--- src/gp_timer_pkg.sv ---
// Constants shared by the sixteen-bit timer design.
package gp_timer_pkg;

  // ----------------------------------------
  // Register byte offsets
  // ----------------------------------------
  localparam logic [3:0] CTRL_OFFSET   = 4'h0;
  localparam logic [3:0] COUNT_OFFSET  = 4'h4;
  localparam logic [3:0] PERIOD_OFFSET = 4'h8;
  localparam logic [3:0] STATUS_OFFSET = 4'hc;

  // ----------------------------------------
  // Control field and status flag positions
  // ----------------------------------------
  localparam int RUN_BIT      = 15;
  localparam int IDLE_BIT     = 13;
  localparam int GATE_BIT     = 6;
  localparam int DIV_LSB      = 4;
  localparam int SYNC_BIT     = 2;
  localparam int SRC_BIT      = 1;
  localparam int MATCH_BIT    = 0;
  localparam int GFALL_BIT    = 1;

  // Writable control bits; the rest read as zero.
  localparam logic [15:0] CTRL_MASK = 16'ha076;

  // ----------------------------------------
  // Reset values
  // ----------------------------------------
  localparam logic [15:0] CTRL_RESET   = 16'h0000;
  localparam logic [15:0] COUNT_RESET  = 16'h0000;
  localparam logic [15:0] PERIOD_RESET = 16'h0000;

  // ----------------------------------------
  // Cycle counts
  // ----------------------------------------
  localparam logic [1:0] CYCLE_DIV_LAST = 2'h3;  // Instruction cycle is four clocks.
  localparam logic [7:0] DIV1_LAST      = 8'h00;
  localparam logic [7:0] DIV8_LAST      = 8'h07;
  localparam logic [7:0] DIV64_LAST     = 8'h3f;
  localparam logic [7:0] DIV256_LAST    = 8'hff;

  // AXI responses.
  localparam logic [1:0] RESP_OKAY   = 2'h0;
  localparam logic [1:0] RESP_SLVERR = 2'h2;

endpackage

--- src/input_prescaler.sv ---
// Input prescaler dividing counting ticks by 1, 8, 64 or 256.
`timescale 1ns/1ps
module input_prescaler (
  input  wire logic       clk,
  input  wire logic       rst_n,
  input  wire logic       clear,
  input  wire logic       tick_in,
  input  wire logic [1:0] input_divide_select,
  output logic            tick_out
);

  logic [7:0] div_count;
  logic [7:0] last_value;
  wire        at_last = (div_count == last_value);

  // Selects the terminal count for the chosen ratio.
  always_comb begin
    unique case (input_divide_select)
      2'h0: last_value = gp_timer_pkg::DIV1_LAST;
      2'h1: last_value = gp_timer_pkg::DIV8_LAST;
      2'h2: last_value = gp_timer_pkg::DIV64_LAST;
      2'h3: last_value = gp_timer_pkg::DIV256_LAST;
    endcase
  end

  assign tick_out = tick_in & at_last;

  // Divider counter; a clear always wins over a tick.
  always_ff @(posedge clk or negedge rst_n) begin
    if (!rst_n) begin
      div_count <= 8'h00;
    end else if (clear) begin
      div_count <= 8'h00;
    end else if (tick_in) begin
      div_count <= at_last ? 8'h00 : div_count + 8'h01;
    end
  end

endmodule

--- src/gp_timer_sixteen_bit.sv ---
// Sixteen-bit timer/counter with gating, prescaler and an AXI4-Lite register slave.
//
// Implementation choices: register access over AXI4-Lite and the register addresses.
`timescale 1ns/1ps
module gp_timer_sixteen_bit (
  input  wire logic        clk,
  input  wire logic        rst_n,
  input  wire logic [3:0]  s_axi_awaddr,
  input  wire logic        s_axi_awvalid,
  output logic             s_axi_awready,
  input  wire logic [31:0] s_axi_wdata,
  input  wire logic [3:0]  s_axi_wstrb,
  input  wire logic        s_axi_wvalid,
  output logic             s_axi_wready,
  output logic [1:0]       s_axi_bresp,
  output logic             s_axi_bvalid,
  input  wire logic        s_axi_bready,
  input  wire logic [3:0]  s_axi_araddr,
  input  wire logic        s_axi_arvalid,
  output logic             s_axi_arready,
  output logic [31:0]      s_axi_rdata,
  output logic [1:0]       s_axi_rresp,
  output logic             s_axi_rvalid,
  input  wire logic        s_axi_rready,
  input  wire logic        ext_clock_gate_pin,
  input  wire logic        cpu_idle,
  input  wire logic        cpu_sleep,
  output logic             timer_request
);

  // ----------------------------------------
  // State
  // ----------------------------------------
  logic [15:0] timer_control_reg;
  logic [15:0] count_value_reg;
  logic [15:0] period_value_reg;
  logic [1:0]  event_flags;
  logic [3:0]  aw_addr;
  logic [31:0] w_data;
  logic [3:0]  w_strb;
  logic        pin_meta;
  logic        pin_sync;
  logic        pin_prev;
  logic        edge_pending;
  logic [1:0]  cycle_count;
  logic        run_prev;
  logic        div_tick;

  // Merges a bus write into a sixteen-bit register under byte strobes.
  function automatic logic [15:0] merge16(input logic [15:0] old, input logic [31:0] data,
                                          input logic [3:0] strb);
    merge16 = {strb[1] ? data[15:8] : old[15:8], strb[0] ? data[7:0] : old[7:0]};
  endfunction

  // ----------------------------------------
  // Control decode
  // ----------------------------------------
  wire timer_run_enable     = timer_control_reg[gp_timer_pkg::RUN_BIT];
  wire idle_stop_select     = timer_control_reg[gp_timer_pkg::IDLE_BIT];
  wire gated_accum_enable   = timer_control_reg[gp_timer_pkg::GATE_BIT];
  wire clock_source_select  = timer_control_reg[gp_timer_pkg::SRC_BIT];
  wire ext_sync_select      = timer_control_reg[gp_timer_pkg::SYNC_BIT];
  wire [1:0] input_divide_select = timer_control_reg[gp_timer_pkg::DIV_LSB +: 2];

  // ----------------------------------------
  // Bus decode
  // ----------------------------------------
  wire do_write   = !s_axi_awready && !s_axi_wready && !s_axi_bvalid;
  wire wr_ctrl    = do_write && (aw_addr == gp_timer_pkg::CTRL_OFFSET);
  wire wr_count   = do_write && (aw_addr == gp_timer_pkg::COUNT_OFFSET);
  wire wr_period  = do_write && (aw_addr == gp_timer_pkg::PERIOD_OFFSET);
  wire wr_status  = do_write && (aw_addr == gp_timer_pkg::STATUS_OFFSET);
  wire wr_mapped  = wr_ctrl || wr_count || wr_period || wr_status;
  wire rd_take    = s_axi_arvalid && s_axi_arready;
  wire rd_mapped  = (s_axi_araddr[1:0] == 2'h0);
  wire [15:0] rd_value = (s_axi_araddr == gp_timer_pkg::CTRL_OFFSET)   ? timer_control_reg :
                         (s_axi_araddr == gp_timer_pkg::COUNT_OFFSET)  ? count_value_reg :
                         (s_axi_araddr == gp_timer_pkg::PERIOD_OFFSET) ? period_value_reg :
                         {14'h0000, event_flags};

  // ----------------------------------------
  // Tick generation
  // ----------------------------------------
  wire cycle_tick  = (cycle_count == gp_timer_pkg::CYCLE_DIV_LAST);
  wire ext_rise    = pin_sync && !pin_prev;
  wire gate_fall   = timer_run_enable && gated_accum_enable && !clock_source_select &&
                     pin_prev && !pin_sync;
  wire async_mode  = clock_source_select && !ext_sync_select;
  wire idle_hold   = cpu_idle && idle_stop_select;
  wire sleep_hold  = cpu_sleep && !async_mode;
  wire run_ok      = timer_run_enable && !idle_hold && !sleep_hold;
  // Synchronous mode counts a pending pin edge on the next instruction cycle.
  wire sync_tick   = cycle_tick && (edge_pending || ext_rise);
  wire raw_tick    = !clock_source_select ?
                     (cycle_tick && (!gated_accum_enable || pin_sync)) :
                     (ext_sync_select ? sync_tick : ext_rise);
  wire pre_clear   = wr_count || (run_prev && !timer_run_enable);
  wire at_period   = (count_value_reg == period_value_reg);
  wire match_event = div_tick && at_period;
  wire [1:0] flag_set = {gate_fall, match_event};
  wire [1:0] flag_clr = wr_status ? (s_axi_wstrb_q0() & w_data[1:0]) : 2'h0;

  // Byte lane zero of the held write strobes, spread over both flag bits.
  function automatic logic [1:0] s_axi_wstrb_q0();
    s_axi_wstrb_q0 = {2{w_strb[0]}};
  endfunction

  input_prescaler u_prescaler (
    .clk                 (clk),
    .rst_n               (rst_n),
    .clear               (pre_clear),
    .tick_in             (raw_tick && run_ok),
    .input_divide_select (input_divide_select),
    .tick_out            (div_tick)
  );

  // Pin synchroniser and edge history.
  always_ff @(posedge clk or negedge rst_n) begin
    if (!rst_n) begin
      pin_meta <= 1'b0;
      pin_sync <= 1'b0;
      pin_prev <= 1'b0;
    end else begin
      pin_meta <= ext_clock_gate_pin;
      pin_sync <= pin_meta;
      pin_prev <= pin_sync;
    end
  end

  // Instruction cycle divider, pending pin edge and run history.
  always_ff @(posedge clk or negedge rst_n) begin
    if (!rst_n) begin
      cycle_count  <= 2'h0;
      edge_pending <= 1'b0;
      run_prev     <= 1'b0;
    end else begin
      cycle_count  <= cycle_count + 2'h1;
      edge_pending <= cycle_tick ? 1'b0 : (edge_pending || ext_rise);
      run_prev     <= timer_run_enable;
    end
  end

  // Count register; a software write beats the hardware step.
  always_ff @(posedge clk or negedge rst_n) begin
    if (!rst_n) begin
      count_value_reg <= gp_timer_pkg::COUNT_RESET;
    end else if (wr_count) begin
      count_value_reg <= merge16(count_value_reg, w_data, w_strb);
    end else if (div_tick) begin
      count_value_reg <= at_period ? 16'h0000 : count_value_reg + 16'h0001;
    end
  end

  // Control, period and sticky event flags; a set wins over a clear.
  always_ff @(posedge clk or negedge rst_n) begin
    if (!rst_n) begin
      timer_control_reg <= gp_timer_pkg::CTRL_RESET;
      period_value_reg  <= gp_timer_pkg::PERIOD_RESET;
      event_flags       <= 2'h0;
      timer_request     <= 1'b0;
    end else begin
      if (wr_ctrl) begin
        timer_control_reg <= merge16(timer_control_reg, w_data, w_strb) & gp_timer_pkg::CTRL_MASK;
      end
      if (wr_period) begin
        period_value_reg <= merge16(period_value_reg, w_data, w_strb);
      end
      event_flags   <= (event_flags & ~flag_clr) | flag_set;
      timer_request <= |((event_flags & ~flag_clr) | flag_set);
    end
  end

  // ----------------------------------------
  // AXI4-Lite slave
  // ----------------------------------------
  // Write address and data are held independently; the response follows both.
  always_ff @(posedge clk or negedge rst_n) begin
    if (!rst_n) begin
      s_axi_awready <= 1'b1;
      s_axi_wready  <= 1'b1;
      s_axi_bvalid  <= 1'b0;
      s_axi_bresp   <= gp_timer_pkg::RESP_OKAY;
      aw_addr       <= 4'h0;
      w_data        <= 32'h0000_0000;
      w_strb        <= 4'h0;
    end else begin
      if (s_axi_awvalid && s_axi_awready) begin
        s_axi_awready <= 1'b0;
        aw_addr       <= s_axi_awaddr;
      end
      if (s_axi_wvalid && s_axi_wready) begin
        s_axi_wready <= 1'b0;
        w_data       <= s_axi_wdata;
        w_strb       <= s_axi_wstrb;
      end
      if (do_write) begin
        s_axi_bvalid <= 1'b1;
        s_axi_bresp  <= wr_mapped ? gp_timer_pkg::RESP_OKAY : gp_timer_pkg::RESP_SLVERR;
      end else if (s_axi_bvalid && s_axi_bready) begin
        s_axi_bvalid  <= 1'b0;
        s_axi_awready <= 1'b1;
        s_axi_wready  <= 1'b1;
      end
    end
  end

  // Read channel answers one cycle after the address is taken.
  always_ff @(posedge clk or negedge rst_n) begin
    if (!rst_n) begin
      s_axi_arready <= 1'b1;
      s_axi_rvalid  <= 1'b0;
      s_axi_rdata   <= 32'h0000_0000;
      s_axi_rresp   <= gp_timer_pkg::RESP_OKAY;
    end else if (rd_take) begin
      s_axi_arready <= 1'b0;
      s_axi_rvalid  <= 1'b1;
      s_axi_rdata   <= rd_mapped ? {16'h0000, rd_value} : 32'h0000_0000;
      s_axi_rresp   <= rd_mapped ? gp_timer_pkg::RESP_OKAY : gp_timer_pkg::RESP_SLVERR;
    end else if (s_axi_rvalid && s_axi_rready) begin
      s_axi_rvalid  <= 1'b0;
      s_axi_arready <= 1'b1;
    end
  end
endmodule

--- config.mk ---
export PLATFORM = sky130hd
export DESIGN_NAME = gp_timer_sixteen_bit
export DESIGN_NICKNAME = d
export VERILOG_FILES = /design/src/gp_timer_pkg.sv /design/src/input_prescaler.sv /design/src/gp_timer_sixteen_bit.sv
export SDC_FILE = /design/constraint.sdc
export NUM_CORES = 1
export LEC_CHECK = 0
export BUFFER_PORTS_ARGS = -buffer_cell sky130_fd_sc_hd__buf_2
export CAP_MARGIN = 20
export CORE_ASPECT_RATIO = 0.5
export CORE_MARGIN = 8
export CORE_UTILIZATION = 34
export CTS_BUF_LIST = sky130_fd_sc_hd__clkbuf_8 sky130_fd_sc_hd__clkbuf_16
export CTS_CLUSTER_DIAMETER = 120
export DETAILED_ROUTE_END_ITERATION = 12
export PLACE_DENSITY = 0.54
export SLEW_MARGIN = 0
export SYNTH_ARGS = -nofsm -noshare
export SYNTH_HDL_FRONTEND = slang
export SYNTH_SLANG_ARGS = --single-unit
--- constraint.sdc ---
create_clock -name clk -period 5.7 [get_ports clk]
set_input_delay 0.57 -clock clk [delete_from_list [all_inputs] [get_ports clk]]
set_output_delay 0.57 -clock clk [all_outputs]
set_load 0.01 [all_outputs]
* Yosys cells after proc, flatten, opt, wreduce, memory -nomap -nowiden *
Cells that the tools add are included.

storage, ports and cells
  output and inout bits = 42
  memory bits (writable) = 0
  input bits = 54
  ROM bits = 0
  memories kept = 0
  word-level logic and storage cells = 137
  bits in registers = 120
  latch bits = 0

operators by class
  add/subtract/negate cells = 3
  muxes and demuxes = 31
  order comparisons = 0
  eq/ne operators = 13
  shifts and indexed selects = 0
  bitwise logic cells = 5
  multipliers = 0
  div/mod/pow operators = 0
  reductions and logical operators = 59

operator list
  cell                                                  count
  2-to-1 mux 16 bit                                     7
  2-to-1 mux 8 bit                                      5
  case mux 8 bit (4 select lines)                       1
  logical AND 1 bit                                     26
  adder 16 x 1 -> 16 bit (second input constant)        1
  equality test 16 bit                                  1
  2-to-1 mux 1 bit                                      15
  equality test 4 bit (second input constant)           3
  zero test 1 bit                                       12
  AND reduction 2 bit                                   6
  adder 8 x 1 -> 8 bit (second input constant)          1
  equality test 4 x 3 -> 1 bit (second input constant)  2
  equality test 8 bit                                   1
  zero test 4 bit                                       2
  nonzero test 2 bit                                    4
  equality test 2 bit (second input constant)           3
  logical OR 1 bit                                      6
  2-to-1 mux 2 bit                                      3
  bitwise AND 2 bit                                     2
  zero test 2 bit                                       2
  != test 2 bit (second input constant)                 2
  adder 2 x 1 -> 2 bit (second input constant)          1
  equality test 2 x 1 -> 1 bit (second input constant)  1
  NOT 2 bit                                             1
  3 further kinds                                       3

* Depth between registers and ports, before layout *
Gate-level depths: netlist of run 1.

  depth in word-level cells = 11
  mapped depth = 8
  gate-level depth less buffers = 7

* Hierarchy *
From an unflattened synthesis of run 1, not the netlist that was laid out.

unflattened totals
  cells, all modules = 471
  area total of the unflattened synthesis = 5118.7 sq um

by module, submodules not included
  module                seq. area each (sq um)  cells an instance  area each (sq um)  times used
  gp_timer_sixteen_bit  2356.0                  423                4625.7             1
  input_prescaler       200.2                   48                 493.0              1

* Least setup slack after synthesis of run 1 *
OpenSTA, ideal clock, no wires.

  path kind = reg2reg
  start = reg u_prescaler.div_count[2]
  end = reg count_value_reg[6]
  setup time = 0.126 ns
  required time = 5.574 ns
  period minus slack after synthesis = 2.089 ns
  buffers on the path = 0
  data arrival time = 1.963 ns
  cell stages (with the launch flop) = 7
  path slack = 3.611 ns
  path through = dfrtp_1 > or3_1 > mux2_4 > a211o_1 > o31ai_4 > o21ai_1 > a221o_1

on the way
  cells in the longest elaborated chain, start to end = 4

RTL lines
  what                                  line                         RTL
  from (decl)                           input_prescaler.sv:12        logic [7:0] div_count;
  from (signal assigned)                input_prescaler.sv:35        div_count <= at_last ? 8'h00 : div_count + 8'h01;
  equality test 8 bit                   input_prescaler.sv:14        wire at_last = (div_count == last_value);
  bitwise AND 1 bit                     input_prescaler.sv:26        assign tick_out = tick_in & at_last;
  nonzero test 2 bit (no source line)   --
  AND reduction 2 bit (no source line)  --
  to (signal assigned)                  gp_timer_sixteen_bit.sv:146  count_value_reg <= gp_timer_pkg::COUNT_RESET;
  to (signal assigned)                  gp_timer_sixteen_bit.sv:148  count_value_reg <= merge16(count_value_reg, w_data, w_strb);
  to (signal assigned)                  gp_timer_sixteen_bit.sv:150  count_value_reg <= at_period ? 16'h0000 : count_value_reg + 16'h0001;
  to (decl)                             gp_timer_sixteen_bit.sv:35   logic [15:0] count_value_reg;

Every way passes these cells.
A chain may end at the register's enable or synchronous reset.

* Worst setup path after layout of run 1 *
  start = reg aw_addr[2]
  end = reg count_value_reg[2]

on the way
  cells in the longest elaborated chain, start to end = 4
  elaborated cells between the ends (all ways) = 6
  those cells by class = eq/ne (2); mux (1); reduce/logical (3)

RTL lines
  what                                                                         line                         RTL
  from (decl)                                                                  gp_timer_sixteen_bit.sv:38   logic [3:0] aw_addr;
  from (signal assigned)                                                       gp_timer_sixteen_bit.sv:189  aw_addr <= s_axi_awaddr;
  equality test 4 x 3 -> 1 bit (*)                                             gp_timer_sixteen_bit.sv:70   wire wr_count = do_write && (aw_addr == gp_timer_pkg::COUNT_OFFSET);
  logical AND 1 bit (*)                                                        gp_timer_sixteen_bit.sv:70
  != test 2 bit (no source line) / nonzero test 2 bit (equally long branches)  --
  AND reduction 2 bit (no source line)                                         --

Mark *: on every way between the ends. The rest lies on a longest branch, timed or not.

==> results of run 1 <==
-- worst register-to-register path, stage by stage (launching register included) --
cell and delay [ns]:
sky130_fd_sc_hd__dfrtp_1 0.54, sky130_fd_sc_hd__or4b_4 0.55, sky130_fd_sc_hd__nor2_4 0.43, sky130_fd_sc_hd__nor2_1 0.41, sky130_fd_sc_hd__a32o_1 0.36, sky130_fd_sc_hd__a22o_1 0.23
-- Yosys cell counts (4+ instances only) --
cell / n
sky130_fd_sc_hd__dfrtp_1: 99
sky130_fd_sc_hd__mux2_2: 46
sky130_fd_sc_hd__nand2_1: 41
sky130_fd_sc_hd__nor2_1: 28
sky130_fd_sc_hd__o21ai_0: 27
sky130_fd_sc_hd__xnor2_1: 20
sky130_fd_sc_hd__buf_4: 19
sky130_fd_sc_hd__inv_1: 19
sky130_fd_sc_hd__a21oi_1: 18
sky130_fd_sc_hd__a22o_1: 12
sky130_fd_sc_hd__a22oi_1: 12
sky130_fd_sc_hd__clkbuf_1: 12
sky130_fd_sc_hd__nand3_1: 10
sky130_fd_sc_hd__nand4_1: 9
sky130_fd_sc_hd__mux2i_1: 7
sky130_fd_sc_hd__nor3_1: 6
sky130_fd_sc_hd__a32o_1: 5
sky130_fd_sc_hd__buf_2: 5
sky130_fd_sc_hd__nor4_1: 4
-- placed cells by master, fill, tap and decap left out, types with 4 or more instances in the layout --
cell	count
sky130_fd_sc_hd__o21ai_0	27
sky130_fd_sc_hd__nor3_1	6
sky130_fd_sc_hd__clkbuf_16	9
sky130_fd_sc_hd__nand2_1	41
sky130_fd_sc_hd__a22oi_1	12
sky130_fd_sc_hd__a32o_1	5
sky130_fd_sc_hd__buf_2	58
sky130_fd_sc_hd__inv_1	19
sky130_fd_sc_hd__a22o_1	12
sky130_fd_sc_hd__mux2i_1	7
sky130_fd_sc_hd__mux2_2	46
sky130_fd_sc_hd__nand4_1	9
sky130_fd_sc_hd__nor4_1	4
sky130_fd_sc_hd__nor2_1	28
sky130_fd_sc_hd__dfrtp_1	99
sky130_fd_sc_hd__a21oi_1	18
sky130_fd_sc_hd__nand3_1	10
sky130_fd_sc_hd__xnor2_1	20
sky130_fd_sc_hd__conb_1	18
-- per-layer routing --
metal | share of wire, % | up-vias | global-route usage, %
li1 | - | 1732 | -
met4 | 0.68 | 2 | 3.04
met2 | 41 | 93 | 19.1
met1 | 51 | 1724 | 19.1
met3 | 7.1 | 7 | 3.95
met5 | 0.065 | - | 0
-- final cells by class --
class                           instances  area share, %
Sequential cell                       102           44.4
Clock buffer                           10           4.15
Inverter                               19           1.24
Tap cell                              198           4.30
Timing Repair Buffer                   61           5.43
Clock inverter                          6           1.22
Multi-Input combinational cell        321           39.3
-- report_power, final --
part	switching, mW	internal, mW
logic	0.341	0.334
registers	0.244	0.936
clock network	0.276	0.355
-- logic make-up after synthesis --
family / Yosys count / share of synthesized area (%)
other: 1 / 0.0742
xor gates and xnor gates: 22 / 3.81
buffers and inverters: 56 / 5.85
muxes: 55 / 12.4
AOI/OAI and AO/OA: 104 / 14.7
DFF: 102 / 50.6
adders and majority gates: 3 / 0.743
and+or+nand+nor: 119 / 11.8
-- per-stage QoR --
step | instances | area, µm²
after floorplan | 479 | 5110
after global placement | 701 | 5450
after detailed placement | 701 | 5450
final | 717 | 5760
after CTS | 717 | 5760
after global routing | 717 | 5760
-- how the worst max path moves through the flow --
stage                     cells past startpoint                  to                      from  slack (ns)
after floorplan                               6  count_value_reg[6]  u_prescaler.div_count[2]        3.61
after CTS                                     5  count_value_reg[2]                aw_addr[2]        3.09
after global routing                          5  count_value_reg[2]                aw_addr[2]        2.95
final                                         5  count_value_reg[2]                aw_addr[2]        3.08
after detailed placement                      5  count_value_reg[2]                aw_addr[2]        3.12
after global placement                        5  count_value_reg[2]                aw_addr[2]        3.15
==> impl_metrics.xml, run 1 <==
<?xml version="1.0" encoding="UTF-8"?>
<metrics>
  <group name="outcome">
    <metric name="outcome" unit="">complete, no violations</metric>
  </group>
  <group name="grt">
    <metric name="grt_start_max_net_pins" unit="">64</metric>
    <metric name="globalRouteOverflowTotal" unit="">0</metric>
    <metric name="number_of_antenna_violations_at_the_first_check_in_global_routing" unit="">1</metric>
    <metric name="grt.total_usage" unit="%">13.2</metric>
    <metric name="vias_in_the_first_global_route" unit="">3609</metric>
    <metric name="grt_pass1_wl" unit="mm">20.3</metric>
  </group>
  <group name="die">
    <metric name="floorplan.die.height" unit="µm">102</metric>
    <metric name="placement_rows" unit="">31</metric>
    <metric name="placeable_core_region" unit="µm²">14500</metric>
    <metric name="die_width" unit="µm">188</metric>
    <metric name="die_area" unit="µm²">19200</metric>
    <metric name="initial_util" unit="%">34.8</metric>
    <metric name="boundaryPins" unit="">96</metric>
  </group>
  <group name="worst_setup_path">
    <metric name="crit_path_max_fanout" unit="">18</metric>
    <metric name="required" unit="ns">5.93</metric>
    <metric name="worst_ep_arrival_time" unit="ns">2.85</metric>
    <metric name="r2r_start" unit="">aw_addr[2]</metric>
    <metric name="cp_slowest_stage_delay" unit="ns">0.55</metric>
    <metric name="critical-path-top-delay-family" unit="">simple AND/OR/NAND/NOR gates</metric>
    <metric name="path_cells" unit="">or4b_4 &gt; nor2_4 &gt; nor2_1 &gt; a32o_1 &gt; a22o_1</metric>
    <metric name="worst_path_max_delay_cell" unit="">sky130_fd_sc_hd__or4b_4</metric>
    <metric name="r2r_cells" unit="">5</metric>
    <metric name="timing.critical_path.from_type" unit="">flip-flop</metric>
    <metric name="critical_path_buf_inv_count" unit="">0</metric>
    <metric name="worstSetupEndpointType" unit="">flip-flop</metric>
    <metric name="path_class" unit="">reg -&gt; reg</metric>
    <metric name="r2r_end" unit="">count_value_reg[2]</metric>
    <metric name="setup.reg_to_reg.worst_slack" unit="ns">3.08</metric>
  </group>
  <group name="sta">
    <metric name="layout_setup_ws" unit="ns">3.08</metric>
    <metric name="timing.final.crit_period" unit="ns">2.62</metric>
    <metric name="fin_skew" unit="ns">0.00797</metric>
    <metric name="hold_ws" unit="ns">0.200</metric>
    <metric name="finalSetupViolations" unit="">0</metric>
    <metric name="finalCritPeriodShare" unit="%">45.9</metric>
    <metric name="worstMarginPinSlew" unit="ns">1.13</metric>
    <metric name="unrepaired_setup_endpoints_after_global_routing" unit="">false</metric>
    <metric name="slew_viol_final" unit="">0</metric>
    <metric name="hold_viol" unit="">0</metric>
    <metric name="totalNegativeSetupSlack" unit="ns">0</metric>
    <metric name="achievable-frequency" unit="MHz">382</metric>
    <metric name="relSlewSlack" unit="%">24.6</metric>
  </group>
  <group name="cells_and_area">
    <metric name="sequential_cell_area" unit="µm²">2560</metric>
    <metric name="nFillCells" unit="">1422</metric>
    <metric name="num_antenna_cells" unit="">0</metric>
    <metric name="layout-drive-gt1-share" unit="%">27.2</metric>
    <metric name="num-nets-final" unit="">571</metric>
    <metric name="multi_input_comb_area" unit="µm²">2260</metric>
    <metric name="synthToLayoutAreaGrowth" unit="%">14.0</metric>
    <metric name="finish.utilization" unit="%">39.7</metric>
  </group>
  <group name="synth">
    <metric name="synthArstFlopShare" unit="%">100</metric>
    <metric name="synth.cell_area" unit="µm²">5050</metric>
    <metric name="synth_area_per_cell" unit="µm²">10.9</metric>
    <metric name="ys_types" unit="">59</metric>
    <metric name="netlist_top_cells_area" unit="">sky130_fd_sc_hd__dfrtp_1 (49%), sky130_fd_sc_hd__mux2_2 (10%), sky130_fd_sc_hd__xnor2_1 (3.5%), sky130_fd_sc_hd__nand2_1 (3.0%), sky130_fd_sc_hd__buf_4 (2.8%)</metric>
    <metric name="synth_seq_cells" unit="">102</metric>
    <metric name="yosys.area.top_type_share" unit="%">49.0</metric>
    <metric name="synth_sequential_area_ratio" unit="%">50.6</metric>
    <metric name="yosys_warning_total" unit="">0</metric>
    <metric name="most_used_flip_flop_cell_after_synthesis" unit="">sky130_fd_sc_hd__dfrtp_1</metric>
    <metric name="synth-edff-count" unit="">0</metric>
    <metric name="synth_area_leader" unit="">sky130_fd_sc_hd__dfrtp_1</metric>
    <metric name="syn_inst_count" unit="">462</metric>
  </group>
  <group name="clocking">
    <metric name="max_clock_buf_depth" unit="">2</metric>
    <metric name="path_clk_slew" unit="ns">0.07</metric>
    <metric name="cts_made_buffers" unit="">9</metric>
    <metric name="ctsHtreeMaxLevel" unit="">3</metric>
    <metric name="root_buffer" unit="">sky130_fd_sc_hd__clkbuf_16</metric>
    <metric name="clock_tree_from_tritoncts" unit="">yes</metric>
    <metric name="clk_latency" unit="ns">0.34</metric>
    <metric name="cts_setup_buffers" unit="">0</metric>
    <metric name="cts_hold_buf" unit="">0</metric>
    <metric name="ctsResizeCount" unit="">0</metric>
    <metric name="cts.sink_count" unit="">102</metric>
  </group>
  <group name="detailed_routing">
    <metric name="antenna_violating_nets_post_route" unit="">0</metric>
    <metric name="via_per_inst" unit="">4.96</metric>
    <metric name="dr.pass1.iters" unit="">4</metric>
    <metric name="post-route-drc-count" unit="">0</metric>
    <metric name="num_vias" unit="">3558</metric>
    <metric name="postRouteWirelength" unit="mm">12.3</metric>
    <metric name="drt_iter0_markers" unit="">214</metric>
    <metric name="wl_per_cell" unit="µm">17.1</metric>
  </group>
  <group name="placed_design">
    <metric name="pre_cts_slack" unit="ns">3.12</metric>
    <metric name="port_buffers" unit="">59</metric>
    <metric name="detailed_place_hpwl" unit="mm">9.02</metric>
    <metric name="gp_routability_congestion" unit="">0.807</metric>
  </group>
  <group name="min_path">
    <metric name="holdCritPathClass" unit="">in -&gt; async</metric>
  </group>
  <group name="pwr">
    <metric name="finalPower" unit="mW">2.49</metric>
    <metric name="standby_leakage_power" unit="nW">2.57</metric>
    <metric name="vdd.ir_drop.worst" unit="µV">170</metric>
    <metric name="cellPowerDensity" unit="nW/µm²">431</metric>
  </group>
  <group name="run">
    <metric name="max_cap_violations" unit="">0</metric>
  </group>
</metrics>
(Power assumes the default switching activity.)
==> run 2: changes to the inputs <==
==> constraint.sdc (replaced) <==
create_clock -name clk -period 2.6 [get_ports clk]
set_input_delay 0.26 -clock clk [delete_from_list [all_inputs] [get_ports clk]]
set_output_delay 0.26 -clock clk [all_outputs]
set_load 0.01 [all_outputs]
==> run 2 against run 1 <==
Against the previous run:
- global-route usage increased by 0.22 points
- largest power group unchanged
- hold slack got worse by 0.18 ns
- count of clock-buffer cells in the layout fell by 1
- via count up 1.9%
- total power increased by 130%
- first-iteration DRC count is 9.3% higher
- final cell count rose by 2.6%
- critical path depth increased by 1
==> impl_metrics.xml, run 2 (synthesis results as in run 1) <==
<?xml version="1.0" encoding="UTF-8"?>
<metrics>
  <group name="grt">
    <metric name="number_of_antenna_violations_at_the_first_check_in_global_routing" unit="">1</metric>
    <metric name="grt.total_usage" unit="%">13.5</metric>
    <metric name="grt_start_max_net_pins" unit="">49</metric>
    <metric name="globalRouteOverflowTotal" unit="">0</metric>
    <metric name="vias_in_the_first_global_route" unit="">3635</metric>
    <metric name="grt_pass1_wl" unit="mm">20.5</metric>
  </group>
  <group name="pwr">
    <metric name="cellPowerDensity" unit="nW/µm²">955</metric>
    <metric name="power.sequential.fraction" unit="%">44.4</metric>
    <metric name="sw_share" unit="%">33.3</metric>
    <metric name="standby_leakage_power" unit="nW">2.70</metric>
    <metric name="power.combinational.fraction" unit="%">28.3</metric>
    <metric name="cellInternalPower" unit="mW">3.80</metric>
    <metric name="vdd.ir_drop.worst" unit="µV">364</metric>
    <metric name="clkPwrFrac" unit="%">27.3</metric>
    <metric name="power_switching" unit="mW">1.90</metric>
  </group>
  <group name="die">
    <metric name="floorplan.die.height" unit="µm">102</metric>
    <metric name="die_area" unit="µm²">19200</metric>
    <metric name="placement_rows" unit="">31</metric>
    <metric name="boundaryPins" unit="">96</metric>
    <metric name="placeable_core_region" unit="µm²">14500</metric>
    <metric name="die_width" unit="µm">188</metric>
    <metric name="initial_util" unit="%">34.8</metric>
  </group>
  <group name="sta">
    <metric name="unrepaired_setup_endpoints_after_global_routing" unit="">false</metric>
    <metric name="achievable-frequency" unit="MHz">421</metric>
    <metric name="relSlewSlack" unit="%">39.3</metric>
    <metric name="finalCritPeriodShare" unit="%">91.4</metric>
    <metric name="worstMarginPinSlew" unit="ns">0.909</metric>
    <metric name="slew_viol_final" unit="">0</metric>
    <metric name="finalSetupViolations" unit="">0</metric>
    <metric name="fin_skew" unit="ns">0.00688</metric>
    <metric name="totalNegativeSetupSlack" unit="ns">0</metric>
    <metric name="hold_viol" unit="">0</metric>
    <metric name="timing.final.crit_period" unit="ns">2.38</metric>
  </group>
  <group name="cells_and_area">
    <metric name="final_non_filler_cell_area" unit="µm²">5970</metric>
    <metric name="synthToLayoutAreaGrowth" unit="%">18.1</metric>
    <metric name="layout_commonest_cell" unit="">sky130_fd_sc_hd__dfrtp_1</metric>
    <metric name="num_antenna_cells" unit="">0</metric>
    <metric name="nFillCells" unit="">1447</metric>
    <metric name="layout-drive-gt1-share" unit="%">29.6</metric>
    <metric name="final_cell_mix" unit="">sky130_fd_sc_hd__dfrtp_1 (99), sky130_fd_sc_hd__buf_2 (58), sky130_fd_sc_hd__mux2_2 (46), sky130_fd_sc_hd__nand2_1 (41), sky130_fd_sc_hd__nor2_1 (28)</metric>
    <metric name="layout.cells.non_filler" unit="">736</metric>
    <metric name="num-nets-final" unit="">590</metric>
  </group>
  <group name="min_path">
    <metric name="whs_endpoint" unit="">pin_meta</metric>
    <metric name="holdCritPathClass" unit="">in -&gt; reg</metric>
    <metric name="holdPathStages" unit="">1</metric>
    <metric name="hold_path.startpoint" unit="">ext_clock_gate_pin</metric>
  </group>
  <group name="clocking">
    <metric name="max_clock_buf_depth" unit="">2</metric>
    <metric name="clk_latency" unit="ns">0.35</metric>
    <metric name="ctsResizeCount" unit="">0</metric>
    <metric name="root_buffer" unit="">sky130_fd_sc_hd__clkbuf_16</metric>
    <metric name="clock_tree_from_tritoncts" unit="">yes</metric>
    <metric name="cts.sink_count" unit="">102</metric>
    <metric name="ctsHtreeMaxLevel" unit="">3</metric>
    <metric name="path_clk_slew" unit="ns">0.07</metric>
    <metric name="cts_setup_buffers" unit="">0</metric>
    <metric name="cts_hold_buf" unit="">1</metric>
    <metric name="cts_made_buffers" unit="">9</metric>
  </group>
  <group name="placed_design">
    <metric name="detailed_place_hpwl" unit="mm">9.38</metric>
    <metric name="placedInstanceArea" unit="µm²">5610</metric>
    <metric name="port_buffers" unit="">59</metric>
    <metric name="numPlacedInstances" unit="">719</metric>
    <metric name="gp_routability_congestion" unit="">0.863</metric>
  </group>
  <group name="worst_setup_path">
    <metric name="r2r_start" unit="">u_prescaler.div_count[2]</metric>
    <metric name="r2r_cells" unit="">6</metric>
    <metric name="required" unit="ns">2.83</metric>
    <metric name="path_class" unit="">reg -&gt; reg</metric>
    <metric name="setup.reg_to_reg.worst_slack" unit="ns">0.22</metric>
    <metric name="worst_ep_arrival_time" unit="ns">2.61</metric>
    <metric name="timing.critical_path.from_type" unit="">flip-flop</metric>
    <metric name="worstSetupEndpointType" unit="">flip-flop</metric>
    <metric name="crit_path_max_fanout" unit="">9</metric>
    <metric name="r2r_end" unit="">count_value_reg[6]</metric>
  </group>
  <group name="detailed_routing">
    <metric name="num_vias" unit="">3627</metric>
    <metric name="postRouteWirelength" unit="mm">12.3</metric>
    <metric name="wl_per_cell" unit="µm">16.7</metric>
    <metric name="drt_iter0_markers" unit="">234</metric>
    <metric name="dr.pass1.iters" unit="">5</metric>
    <metric name="via_per_inst" unit="">4.93</metric>
    <metric name="post-route-drc-count" unit="">0</metric>
    <metric name="antenna_violating_nets_post_route" unit="">0</metric>
  </group>
  <group name="run">
    <metric name="max_cap_violations" unit="">0</metric>
  </group>
  <group name="outcome">
    <metric name="outcome" unit="">complete, no violations</metric>
  </group>
</metrics>
run 2: changes by cell type in the layout (fill, tap and decap cells not counted):
| cell | previous run | this run |
|---|---|---|
| sky130_fd_sc_hd__buf_12 | 0 | 2 |
| sky130_fd_sc_hd__buf_4 | 3 | 19 |
| sky130_fd_sc_hd__bufinv_16 | 1 | 3 |
| sky130_fd_sc_hd__clkbuf_8 | 1 | 0 |
| sky130_fd_sc_hd__clkinv_2 | 0 | 1 |
| sky130_fd_sc_hd__clkinv_4 | 1 | 0 |
| sky130_fd_sc_hd__clkinvlp_4 | 3 | 1 |
| sky130_fd_sc_hd__dlygate4sd3_1 | 0 | 1 |
| sky130_fd_sc_hd__inv_6 | 1 | 2 |
run 2: how the worst max path moves through the flow:
stage,slack (ns),cells after the start,startpoint,to
floorplan,0.51,6,u_prescaler.div_count[2],count_value_reg[6]
global placement,0.28,6,u_prescaler.div_count[2],count_value_reg[6]
detailed placement,0.25,6,u_prescaler.div_count[2],count_value_reg[6]
CTS,0.23,6,u_prescaler.div_count[2],count_value_reg[6]
global route,0.11,6,u_prescaler.div_count[2],count_value_reg[6]
finish,0.22,6,u_prescaler.div_count[2],count_value_reg[6]
run 2: routing by layer:
layer	track usage (%)	vias up	routed length [µm]
met3	4.26	11	819
met2	19.0	76	5060
li1	-	1761	-
met1	19.3	1777	6280
met5	0	-	13
met4	3.94	2	155
run 2: worst max-delay path, cell delays in order, from the launching register on:
cell and delay [ns]:
sky130_fd_sc_hd__dfrtp_1 0.42, sky130_fd_sc_hd__or3_1 0.38, sky130_fd_sc_hd__mux2_4 0.27, sky130_fd_sc_hd__a211o_1 0.29, sky130_fd_sc_hd__o31ai_4 0.45, sky130_fd_sc_hd__o21ai_1 0.14
sky130_fd_sc_hd__a221o_1 0.30
run 2: layout make-up:
class	instances	area, µm²	share of cell area [%]
Timing Repair Buffer	80	483	8.09
Clock inverter	7	120	2.01
Inverter	19	71.3	1.20
Clock buffer	9	225	3.77
Sequential cell	102	2560	42.8
Multi-Input combinational cell	321	2260	37.9
Tap cell	198	248	4.15
run 2: power by group through the flow:
stage	Combinational, mW	Clock [mW]	Sequential [mW]
after global routing	1.79	1.67	2.61
after global placement	1.60	0	2.55
after detailed placement	1.62	0	2.57
after CTS	1.63	1.61	2.53
final	1.61	1.56	2.53
after floorplan	1.18	0	2.42
run 2: stage by stage:
stage | setup slack [ns] | power, mW | utilization (%) | hold slack, ns
after floorplan | 0.511 | 3.60 | - | -0.0356
after global placement | 0.282 | 4.15 | 38.7 | 0.321
after detailed placement | 0.250 | 4.19 | 38.7 | 0.318
after CTS | 0.232 | 5.78 | 41.1 | 0.00476
after global routing | 0.107 | 6.07 | 41.1 | 0.00526
final | 0.224 | 5.70 | 41.1 | 0.0167
